$ cat src/smc_pkg.sv
package smc_pkg;
    // register byte addresses
    localparam logic [3:0] SMC_CTRL_ADR = 4'h0;
    localparam logic [3:0] SMC_STAT_ADR = 4'h4;
    localparam logic [3:0] SMC_CFG_ADR  = 4'h8;
    // mcu_sleep_control fields
    localparam int SMC_SE_BIT   = 5;
    localparam int SMC_MODE_HI  = 4;
    localparam int SMC_MODE_LO  = 3;
    localparam int SMC_RSVD_BIT = 2;
    localparam logic [7:0] SMC_CTRL_RST = 8'h00;
    // configuration fields
    localparam int SMC_ADC_EN_BIT = 0;
    localparam int SMC_ACD_BIT    = 1;
    localparam int SMC_ACBG_BIT   = 2;
    localparam logic [2:0] SMC_CFG_RST = 3'h0;
    // wake request lines
    localparam int SMC_WK_LEVEL = 0;
    localparam int SMC_WK_EDGE  = 1;
    localparam int SMC_WK_PCINT = 2;
    localparam int SMC_WK_SPM   = 3;
    localparam int SMC_WK_ADC   = 4;
    localparam int SMC_WK_IO    = 5;
    localparam int SMC_WK_WDT   = 6;
    localparam int SMC_WK_N     = 7;
    // timing
    localparam int SMC_CLK_NS     = 5;
    localparam int SMC_STARTUP_NS = 1000;
    localparam int SMC_STARTUP_CYC = (SMC_STARTUP_NS + SMC_CLK_NS - 1) / SMC_CLK_NS;
    localparam int SMC_HOLD_CYC   = 4;
    localparam int SMC_CNT_W      = 9;

    typedef enum logic [1:0] {
        SMC_IDLE  = 2'b00,
        SMC_ADCNR = 2'b01,
        SMC_PDOWN = 2'b10,
        SMC_RSVD  = 2'b11
    } smc_mode_t;

    typedef enum logic [1:0] {
        SMC_ST_RUN   = 2'b00,
        SMC_ST_SLEEP = 2'b01,
        SMC_ST_WAKE  = 2'b10
    } smc_state_t;
endpackage : smc_pkg

$ cat src/smc_sleep_ctrl.sv
// How it works
// - sleep instruction sleeps only when the sleep-enable bit is already set
// - mode field bits 4:3: 00 idle, 01 ADC quiet, 10 power-down, 11 reserved
// - interrupt wake holds the core four cycles past start-up, then handler
// - sleeping never clears register file or SRAM; clocks are only gated
// - a reset during sleep wakes to the reset vector
// - idle stops CPU and flash clocks; I/O, ADC, oscillator keep running
// - idle wakes on any enabled interrupt
// - enabled ADC starts a conversion on entering idle or ADC quiet mode
// - ADC quiet mode stops I/O, CPU, flash clocks; ADC clock and oscillator run
// - ADC quiet wakes on ADC, resets, self_program, level, pin change, watchdog
// - power-down stops the oscillator and every generated clock
// - power-down wakes on resets, level, pin change, watchdog; never edge
// - comparator switched off in power-down unless it uses the reference
// - ADC stays enabled in sleep; re-enabling flags an extended conversion
// - watchdog and fuse-enabled brown-out detector stay active in sleep
// - input buffers off when I/O and ADC clocks stop; wake pins stay on
// - bit 2 of the control register reads zero
// - internal reference on only for brown-out, comparator or ADC
`timescale 1ns/1ps
module smc_sleep_ctrl
    import smc_pkg::*;
(
    input  wire logic                clk_i,
    input  wire logic                rst_b_i,
    input  wire logic [3:0]          wb_adr_i,
    input  wire logic [31:0]         wb_dat_i,
    output logic      [31:0]         wb_dat_o,
    input  wire logic                wb_we_i,
    input  wire logic [3:0]          wb_sel_i,
    input  wire logic                wb_cyc_i,
    input  wire logic                wb_stb_i,
    output logic                     wb_ack_o,
    input  wire logic                sleep_instr_i,
    input  wire logic [SMC_WK_N-1:0] wake_req_i,
    input  wire logic                reset_req_i,
    input  wire logic                bod_fuse_i,
    output logic                     cpu_clk_en_o,
    output logic                     flash_clk_en_o,
    output logic                     io_clk_en_o,
    output logic                     adc_clk_en_o,
    output logic                     osc_en_o,
    output logic                     core_halt_o,
    output logic                     irq_go_o,
    output logic                     reset_vec_o,
    output logic                     adc_start_o,
    output logic                     adc_ext_o,
    output logic                     cmp_off_o,
    output logic                     vref_en_o,
    output logic                     din_en_o,
    output logic                     wake_din_en_o,
    output logic                     sleep_o
);

    // {cpu, flash, io, adc, osc} enables for a mode
    function automatic logic [4:0] clk_mask(input smc_mode_t m, input logic asleep);
        logic [4:0] r;
        r = 5'h1F;
        if (asleep) begin
            unique case (m)
                SMC_IDLE:  r = 5'b00111;
                SMC_ADCNR: r = 5'b00011;
                SMC_PDOWN: r = 5'b00000;
                SMC_RSVD:  r = 5'h1F;
            endcase
        end
        return r;
    endfunction : clk_mask

    // interrupt lines allowed to end a given mode
    function automatic logic wake_ok(input smc_mode_t m, input logic [SMC_WK_N-1:0] s);
        logic [SMC_WK_N-1:0] allow;
        allow = '0;
        unique case (m)
            SMC_IDLE:  allow = '1;
            SMC_ADCNR: allow = 7'h5D;
            SMC_PDOWN: allow = 7'h45;
            SMC_RSVD:  allow = '0;
        endcase
        return |(s & allow);
    endfunction : wake_ok

    // two-flop synchronisers for pins
    logic [SMC_WK_N+1:0] sy1_r;
    logic [SMC_WK_N+1:0] sy2_r;
    logic [SMC_WK_N-1:0] wake_s;
    logic                rst_s;
    logic                bod_s;

    always_ff @(posedge clk_i) begin
        if (!rst_b_i) begin
            sy1_r <= '0;
            sy2_r <= '0;
        end else begin
            sy1_r <= {bod_fuse_i, reset_req_i, wake_req_i};
            sy2_r <= sy1_r;
        end
    end

    assign wake_s = sy2_r[SMC_WK_N-1:0];
    assign rst_s  = sy2_r[SMC_WK_N];
    assign bod_s  = sy2_r[SMC_WK_N+1];

    smc_state_t           st_r,      st_nxt;
    smc_mode_t            mode_r,    mode_nxt;
    logic [SMC_CNT_W-1:0] cnt_r,     cnt_nxt;
    logic [7:0]           ctrl_r,    ctrl_nxt;
    logic [2:0]           cfg_r,     cfg_nxt;
    logic                 by_rst_r,  by_rst_nxt;
    logic                 ext_r,     ext_nxt;
    logic [4:0]           en_r,      en_nxt;
    logic                 halt_r,    halt_nxt;
    logic                 go_r,      go_nxt;
    logic                 rvec_r,    rvec_nxt;
    logic                 astart_r,  astart_nxt;
    logic                 cmp_r,     cmp_nxt;
    logic                 vref_r,    vref_nxt;
    logic                 din_r,     din_nxt;
    logic                 ack_r,     ack_nxt;
    logic [31:0]          dat_r,     dat_nxt;
    logic                 sleep_r,   sleep_nxt;
    smc_mode_t            req_mode;
    logic                 wb_req;
    logic                 asleep;

    assign req_mode = smc_mode_t'(ctrl_r[SMC_MODE_HI:SMC_MODE_LO]);
    assign wb_req   = wb_cyc_i & wb_stb_i & ~ack_r;

    always_comb begin
        st_nxt     = st_r;
        mode_nxt   = mode_r;
        cnt_nxt    = cnt_r;
        ctrl_nxt   = ctrl_r;
        cfg_nxt    = cfg_r;
        by_rst_nxt = by_rst_r;
        ext_nxt    = ext_r;
        go_nxt     = 1'b0;
        rvec_nxt   = 1'b0;
        astart_nxt = 1'b0;
        dat_nxt    = dat_r;
        ack_nxt    = wb_req;
        if (wb_req && wb_we_i && wb_sel_i[0]) begin
            if (wb_adr_i == SMC_CTRL_ADR) begin
                ctrl_nxt = {wb_dat_i[7:3], 1'b0, wb_dat_i[1:0]};
            end else if (wb_adr_i == SMC_CFG_ADR) begin
                cfg_nxt = wb_dat_i[2:0];
            end
        end
        if (wb_req && !wb_we_i) begin
            unique case (wb_adr_i)
                SMC_CTRL_ADR: dat_nxt = {24'h0, ctrl_r};
                SMC_STAT_ADR: dat_nxt = {26'h0, by_rst_r, ext_r, mode_r, st_r};
                SMC_CFG_ADR:  dat_nxt = {29'h0, cfg_r};
                default:      dat_nxt = 32'h0;
            endcase
        end
        unique case (st_r)
            SMC_ST_RUN: begin
                if (sleep_instr_i && ctrl_r[SMC_SE_BIT] && req_mode != SMC_RSVD) begin
                    st_nxt   = SMC_ST_SLEEP;
                    mode_nxt = req_mode;
                    astart_nxt = cfg_r[SMC_ADC_EN_BIT] && req_mode != SMC_PDOWN;
                end
            end
            SMC_ST_SLEEP: begin
                if (rst_s) begin
                    st_nxt     = SMC_ST_WAKE;
                    by_rst_nxt = 1'b1;
                    cnt_nxt    = SMC_CNT_W'(SMC_HOLD_CYC - 1);
                end else if (wake_ok(mode_r, wake_s)) begin
                    st_nxt     = SMC_ST_WAKE;
                    by_rst_nxt = 1'b0;
                    cnt_nxt = (mode_r == SMC_PDOWN)
                        ? SMC_CNT_W'(SMC_STARTUP_CYC + SMC_HOLD_CYC - 1)
                        : SMC_CNT_W'(SMC_HOLD_CYC - 1);
                end
            end
            SMC_ST_WAKE: begin
                if (cnt_r == '0) begin
                    st_nxt   = SMC_ST_RUN;
                    go_nxt   = ~by_rst_r;
                    rvec_nxt = by_rst_r;
                    if (by_rst_r) begin
                        ctrl_nxt = SMC_CTRL_RST;
                        cfg_nxt  = SMC_CFG_RST;
                    end
                end else begin
                    cnt_nxt = cnt_r - 1'b1;
                end
            end
            default: st_nxt = SMC_ST_RUN;
        endcase
        // extended conversion after re-enable, set wins
        if (cfg_nxt[SMC_ADC_EN_BIT] && !cfg_r[SMC_ADC_EN_BIT]) begin
            ext_nxt = 1'b1;
        end else if (astart_nxt) begin
            ext_nxt = 1'b0;
        end
    end

    // core and memories only lose clocks, never state
    // watchdog and brown-out have own supply paths, never gated here
    assign asleep   = (st_nxt == SMC_ST_SLEEP);
    assign en_nxt   = clk_mask(mode_nxt, asleep);
    assign halt_nxt = (st_nxt != SMC_ST_RUN);
    assign cmp_nxt = cfg_nxt[SMC_ACD_BIT]
                   | (asleep && mode_nxt == SMC_PDOWN && !cfg_nxt[SMC_ACBG_BIT]);
    assign vref_nxt = bod_s
                    | (cfg_nxt[SMC_ACBG_BIT] & ~cfg_nxt[SMC_ACD_BIT])
                    | cfg_nxt[SMC_ADC_EN_BIT];
    // buffers off with io and adc clocks
    assign din_nxt = en_nxt[2] | en_nxt[1];
    assign sleep_nxt = asleep;

    always_ff @(posedge clk_i) begin
        if (!rst_b_i) begin
            st_r     <= SMC_ST_RUN;
            mode_r   <= SMC_IDLE;
            cnt_r    <= '0;
            ctrl_r   <= SMC_CTRL_RST;
            cfg_r    <= SMC_CFG_RST;
            by_rst_r <= 1'b0;
            ext_r    <= 1'b0;
            en_r     <= 5'h1F;
            halt_r   <= 1'b0;
            go_r     <= 1'b0;
            rvec_r   <= 1'b0;
            astart_r <= 1'b0;
            cmp_r    <= 1'b0;
            vref_r   <= 1'b0;
            din_r    <= 1'b1;
            ack_r    <= 1'b0;
            dat_r    <= 32'h0;
            sleep_r  <= 1'b0;
        end else begin
            st_r     <= st_nxt;
            mode_r   <= mode_nxt;
            cnt_r    <= cnt_nxt;
            ctrl_r   <= ctrl_nxt;
            cfg_r    <= cfg_nxt;
            by_rst_r <= by_rst_nxt;
            ext_r    <= ext_nxt;
            en_r     <= en_nxt;
            halt_r   <= halt_nxt;
            go_r     <= go_nxt;
            rvec_r   <= rvec_nxt;
            astart_r <= astart_nxt;
            cmp_r    <= cmp_nxt;
            vref_r   <= vref_nxt;
            din_r    <= din_nxt;
            ack_r    <= ack_nxt;
            dat_r    <= dat_nxt;
            sleep_r  <= sleep_nxt;
        end
    end

    assign wb_dat_o       = dat_r;
    assign wb_ack_o       = ack_r;
    assign cpu_clk_en_o   = en_r[4];
    assign flash_clk_en_o = en_r[3];
    assign io_clk_en_o    = en_r[2];
    assign adc_clk_en_o   = en_r[1];
    assign osc_en_o       = en_r[0];
    assign core_halt_o    = halt_r;
    assign irq_go_o       = go_r;
    assign reset_vec_o    = rvec_r;
    assign adc_start_o    = astart_r;
    assign adc_ext_o      = ext_r;
    assign cmp_off_o      = cmp_r;
    assign vref_en_o      = vref_r;
    assign din_en_o       = din_r;
    assign wake_din_en_o  = 1'b1;
    assign sleep_o        = sleep_r;
endmodule : smc_sleep_ctrl

$ cat config.mk
export PLATFORM = sky130hd
export DESIGN_NAME = smc_sleep_ctrl
export DESIGN_NICKNAME = d
export VERILOG_FILES = /design/src/smc_pkg.sv /design/src/smc_sleep_ctrl.sv
export SDC_FILE = /design/constraint.sdc
export NUM_CORES = 1
export LEC_CHECK = 0
export BUFFER_PORTS_ARGS = -buffer_cell sky130_fd_sc_hd__buf_2
export CORE_UTILIZATION = 45
export DETAILED_ROUTE_END_ITERATION = 10
export PLACE_DENSITY = 0.78
export SYNTH_ARGS = -nofsm -noshare
export SYNTH_HDL_FRONTEND = slang
export SYNTH_SLANG_ARGS = --single-unit
$ cat constraint.sdc
create_clock -name clk_i -period 2.4 [get_ports clk_i]
set_clock_uncertainty 0.2 [all_clocks]
set_input_delay 0.24 -clock clk_i [delete_from_list [all_inputs] [get_ports clk_i]]
set_output_delay 0.24 -clock clk_i [all_outputs]
set_load 0.05 [all_outputs]
==> flow_metrics.env, run 1 <==
export IMPL_place_area_um2=3070
export IMPL_grt_setup_unrepaired="no"
export IMPL_cts_max_level=3
export IMPL_cts_buffer_depth=2
export IMPL_syn2layout_area_growth_pct=21.1
export IMPL_antenna_found_initial=0
export IMPL_final_area_um2=3470
export IMPL_avgRoutedWirePerCell_um=12.4
export IMPL_synth_avg_cell_area_um2=9.74
export IMPL_vias=2178
export IMPL_max_cap_violations=0
export IMPL_synth_mux_area_share_pct=7.69
export IMPL_synth_top_family_by_area="simple AND/OR/NAND/NOR gates"
export IMPL_crit_path_top_delay_cell="or4b_4"
export IMPL_synth_compound_area_share_pct=12.3
export IMPL_fill_cells=542
export IMPL_cp_arrival_ns=2.12
export IMPL_path_buf_inv=1
export IMPL_num_antenna_cells=0
export IMPL_crit_path_max_fanout=9
export IMPL_worst_setup_path_end_kind="register"
export IMPL_tightest_slew_ns=0.765
export IMPL_whs_ns=0.0975
export IMPL_dieArea_um2=6690
export IMPL_syn_area_um2=2860
export IMPL_grt_max_degree=29
export IMPL_multi_input_area_um2=1380
export IMPL_synth_seq_area_share_pct=45.4
export IMPL_post_route_period_util_pct=87.3
export IMPL_status="completed"
export IMPL_die_w_um=81.8
export IMPL_synth_adder_area_share_pct=1.75
export IMPL_finalNetCount=419
export IMPL_start_util_pct=47.5
export IMPL_cts_setup_buffers=0
export IMPL_required_ns=2.43
export IMPL_power_density_nw_per_um2=678
export IMPL_numPortBuffers=50
export IMPL_crit_type="reg2reg"
export IMPL_pin_count=103
export IMPL_crit_family="simple AND/OR/NAND/NOR gates"
export IMPL_drtPass1Iterations=5
export IMPL_leakagePower_nw=1.55
export IMPL_clk_pin_slew_worst_paths_ns=0.06
export IMPL_synth_ff_type="dfxtp_1"
export IMPL_synth_edf_count=0
export IMPL_synthSimpleGateAreaFrac_pct=23.0
export IMPL_synth_xor_area_share_pct=0
export IMPL_async_flop_share_pct=0
export IMPL_cts_tree="built"
export IMPL_startpoint_type="register"
export IMPL_drt_iter0_markers=92
export IMPL_slew_viol_final=0
export IMPL_clock_latency_ns=0.34
export IMPL_drc=0
export IMPL_yosysWarnings=0
export IMPL_fin_tns_setup_ns=0
export IMPL_synth_cell_types=52
export IMPL_timing_final_hold_violations=0
export IMPL_worstHoldPathType="in2reg"
export IMPL_ir_worst_vdd_mv=0.410
export IMPL_final_cell_mix="dfxtp_1, buf_2, conb_1, mux2i_1, and2_1"
export IMPL_fp_coreArea_um2=6030
export IMPL_fmax_ghz=0.477
export IMPL_root_buffer="clkbuf_8"
export IMPL_grt_pass1_wl_mm=8.65
export IMPL_grt_pass1_vias=1963
export IMPL_row_count=28
export IMPL_cts_sinks=65
export IMPL_period_needed_ns=2.09
export IMPL_maxSlewHeadroom_pct=47.7
export IMPL_cts_inserted_buffers=9
export IMPL_synth_seq_cells=65
export IMPL_layout_commonest_cell="dfxtp_1"
export IMPL_stdcell_count=439
export IMPL_dp_hpwl_mm=3.82
export IMPL_synth_cells=294
export IMPL_die_h_um=81.8
export IMPL_ctsResizeCount=0
export IMPL_crit_chain="inv_1, ha_1, or4b_4, o21ai_4, nand2_2, o211a_1"
export IMPL_via_per_inst=4.96
export IMPL_drive_gt1_share_pct=22.3
export IMPL_overflow=0
export IMPL_track_usage_pct=17.6
export IMPL_ant_nets=0
export IMPL_max_stage_delay_ns=0.48
export IMPL_drt_wl_total_mm=5.44
export IMPL_gp_congestion=0.858
export IMPL_regArea_um2=1300
export IMPL_setup_violations=0
export IMPL_fin_util_pct=57.6
export IMPL_dp_cells=407
==> metal layers <==
metal  global-route usage [%]  vias to the layer above  part of all wire (%)
li1                         -                     1089                     -
met1                     20.2                     1000                    45
met2                     29.0                       82                    47
met3                     6.89                        7                   6.5
met4                     7.37                        0                  0.99
met5                        0                        -                     0
==> state kept, by name, indices dropped and copies added, names as in the netlist <==
signal	flops
adc_ext_o	1
adc_start_o	1
by_rst_r	1
cfg_r	3
cmp_off_o	1
cnt_r	9
core_halt_o	1
ctrl_r	8
din_en_o	1
en_r	4
irq_go_o	1
mode_r	2
reset_vec_o	1
sleep_o	1
st_r	2
sy1_r	9
sy2_r	9
vref_en_o	1
wb_ack_o	1
wb_dat_o	8
==> cell type report <==
| type | instances | share of cell area (%) |
|---|---|---|
| Clock buffer | 13 | 4.87 |
| Clock inverter | 2 | 1.73 |
| Inverter | 7 | 0.757 |
| Multi-Input combinational cell | 207 | 39.7 |
| Sequential cell | 65 | 37.5 |
| Tap cell | 75 | 2.70 |
| Timing Repair Buffer | 70 | 12.8 |
==> power breakdown <==
group | internal, W | leakage [nW] | switching (W)
logic | 0.0000594 | 0.910 | 0.000142
registers | 0.00109 | 0.528 | 0.00000501
clock network | 0.000665 | 0.116 | 0.000388
==> metrics by stage <==
stage,power [W],worst slack (ns)
after floorplan,0.00130,0.451
after global routing,0.00244,0.225
after global placement,0.00130,0.366
after CTS,0.00238,0.335
final,0.00235,0.305
after detailed placement,0.00130,0.309
==> final timing paths <==
check                               from  endpoint  slack (ns)  cells after the start
worst min register to register  sy1_r[5]  sy2_r[5]        0.23                      1
worst min-delay path             rst_b_i   en_r[0]         0.1                      2
worst max register to register  cnt_r[0]  cnt_r[3]        0.31                      6
worst max-delay path            cnt_r[0]  cnt_r[3]        0.31                      6
==> cell usage after synthesis, types with 2 or more instances <==
cell type	instances	area, um2
dfxtp_1	65	1300
buf_4	26	195
and2_1	22	138
mux2i_1	22	220
nor2_1	20	75.1
nand2_1	13	48.8
nor2b_1	11	68.8
nand3_1	9	45.0
a21oi_1	8	40.0
clkbuf_1	7	26.3
inv_1	7	26.3
nor3_1	7	35.0
a22oi_1	6	45.0
nand2b_1	6	37.5
buf_2	5	25.0
o21ai_0	5	25.0
ha_1	4	50.1
nand3b_1	4	30.0
o211a_1	4	40.0
or2_2	3	18.8
a21o_1	2	15.0
a32o_1	2	20.0
and3_1	2	12.5
conb_1	2	7.51
nor3b_1	2	15.0
nor4_2	2	25.0
nor4b_1	2	17.5
o21a_1	2	15.0
==> cells by family after synthesis <==
group                      count (synthesis)
and+or+nand+nor                          113
DFF                                       65
buffers and inverters                     45
AOI/OAI and AO/OA                         43
muxes                                     22
adders and majority gates                  4
other                                      2
==> timing repair <==
item                                    CTS  global route
hold buffers                             17             0
hold endpoints to repair                 17             0
endpoints found under the setup margin    0             0
Power figures use the tool's default switching activity.
==> inputs of run 2 (changes only) <==
--- a/config.mk
+++ b/config.mk
@@ -8,7 +8,7 @@
 export BUFFER_PORTS_ARGS = -buffer_cell sky130_fd_sc_hd__buf_2
 export CORE_UTILIZATION = 45
 export DETAILED_ROUTE_END_ITERATION = 10
-export PLACE_DENSITY = 0.78
+export PLACE_DENSITY = 0.74
 export SYNTH_ARGS = -nofsm -noshare
 export SYNTH_HDL_FRONTEND = slang
 export SYNTH_SLANG_ARGS = --single-unit
==> flow_metrics.env, run 2 (synthesis gave the netlist of run 1 again) <==
export IMPL_cts_tree="built"
export IMPL_crit_start="cnt_r[0]"
export IMPL_maxSlewHeadroom_pct=45.1
export IMPL_root_buffer="clkbuf_8"
export IMPL_drt_wl_total_mm=5.42
export IMPL_clock_latency_ns=0.33
export IMPL_max_cap_violations=0
export IMPL_pin_count=103
export IMPL_syn2layout_area_growth_pct=21.1
export IMPL_start_util_pct=47.5
export IMPL_worst_setup_path_end_kind="register"
export IMPL_slew_viol_final=0
export IMPL_cts_inserted_buffers=9
export IMPL_layout_commonest_cell="dfxtp_1"
export IMPL_dieArea_um2=6690
export IMPL_vias=2176
export IMPL_tightest_slew_ns=0.802
export IMPL_startpoint_type="register"
export IMPL_leakagePower_nw=1.54
export IMPL_grt_pass1_wl_mm=9.10
export IMPL_power_density_nw_per_um2=666
export IMPL_grt_max_degree=36
export IMPL_antenna_found_initial=0
export IMPL_crit_type="reg2reg"
export IMPL_crit_path_top_delay_cell="or4b_4"
export IMPL_clk_pin_slew_worst_paths_ns=0.07
export IMPL_num_antenna_cells=0
export IMPL_track_usage_pct=18.3
export IMPL_avgRoutedWirePerCell_um=12.3
export IMPL_finalNetCount=420
export IMPL_status="completed"
export IMPL_drive_gt1_share_pct=22.7
export IMPL_drc=0
export IMPL_cts_max_level=3
export IMPL_gp_congestion=0.876
export IMPL_grt_pass1_vias=2016
export IMPL_max_stage_delay_ns=0.48
export IMPL_final_area_um2=3470
export IMPL_whs_ns=0.0799
export IMPL_via_per_inst=4.93
export IMPL_dp_hpwl_mm=3.74
export IMPL_cp_arrival_ns=2.09
export IMPL_fmax_ghz=0.484
export IMPL_required_ns=2.42
export IMPL_fin_tns_setup_ns=0
export IMPL_cts_setup_buffers=0
export IMPL_ctsResizeCount=0
export IMPL_setup_violations=0
export IMPL_fp_coreArea_um2=6030
export IMPL_period_needed_ns=2.07
export IMPL_reg_largest_list="cnt_r: 9 flops, sy1_r: 9 flops, sy2_r: 9 flops"
export IMPL_worstHoldPathType="in2reg"
export IMPL_ff2ff_path_depth=6
export IMPL_post_route_period_util_pct=86.1
export IMPL_grt_setup_unrepaired="no"
export IMPL_numPortBuffers=50
export IMPL_die_w_um=81.8
export IMPL_cts_sinks=65
export IMPL_drtPass1Iterations=4
export IMPL_place_area_um2=3080
export IMPL_whs_path_depth=2
export IMPL_r2r_start="cnt_r[0]"
export IMPL_fill_cells=552
export IMPL_row_count=28
export IMPL_overflow=0
export IMPL_die_h_um=81.8
export IMPL_ir_worst_vdd_mv=0.405
export IMPL_drt_iter0_markers=84
export IMPL_timing_final_hold_violations=0
export IMPL_crit_path_max_fanout=9
export IMPL_final_cell_mix="dfxtp_1, buf_2, conb_1, mux2i_1, and2_1"
export IMPL_min_from="rst_b_i"
export IMPL_cts_buffer_depth=2
export IMPL_crit_chain="inv_1, ha_1, or4b_4, o21ai_4, nand2_2, o211a_1"
export IMPL_ant_nets=0
==> run 2: repair_timing <==
| item | in CTS | in global routing |
|---|---|---|
| endpoints found under the hold margin | 17 | 0 |
| hold buffers | 17 | 0 |
| setup endpoints to repair | 0 | 0 |
==> run 2: stage by stage <==
stage          power (W)  worst slack (ns)  std cells  util (%)
6_report         0.00231             0.334        441      57.5
5_1_grt          0.00240             0.179        441      57.5
4_1_cts          0.00233             0.346        441      57.5
3_5_place_dp     0.00130             0.321        408      51.1
3_3_place_gp     0.00130             0.347        408      51.1
2_1_floorplan    0.00130             0.451        317         -
==> run 2: final timing paths <==
check | slack [ns] | end
worst max-delay path | 0.33 | cnt_r[3]
worst min-delay path | 0.08 | en_r[0]
worst max register to register | 0.33 | cnt_r[3]
worst min register to register | 0.23 | sy2_r[5]
==> run 2: layer usage <==
layer	wire, um	part of all wire, %	vias to the layer above	track usage (%)
li1	-	-	1102	-
met1	2540	47	988	22.1
met2	2460	45	75	29.8
met3	326	6.0	11	5.67
met4	96	1.8	0	7.72
met5	0	0	-	0
==> run 2: area by class of cell <==
class	count	area, um2	area share [%]
Sequential cell	65	1300	37.5
Clock inverter	6	91.3	2.63
Tap cell	75	93.8	2.71
Clock buffer	10	128	3.68
Multi-Input combinational cell	207	1380	39.7
Inverter	7	26.3	0.758
Timing Repair Buffer	71	450	13.0
==> run 2: worst max-delay path, delay by kind of cell, from the launching register on <==
family                     cells  cell delay [ns]
buffers and inverters          1             0.09
DFF                            1             0.35
adders and majority gates      1             0.15
and+or+nand+nor                2             0.63
AOI/OAI and AO/OA              2             0.53
==> run 2: power by group <==
part,switching (W),total (W),leakage (nW),internal [W]
Combinational,0.000142,0.000202,0.914,0.0000595
Clock,0.000421,0.00101,0.0991,0.000588
Sequential,0.00000485,0.00110,0.528,0.00109
Total,0.000568,0.00231,1.54,0.00174
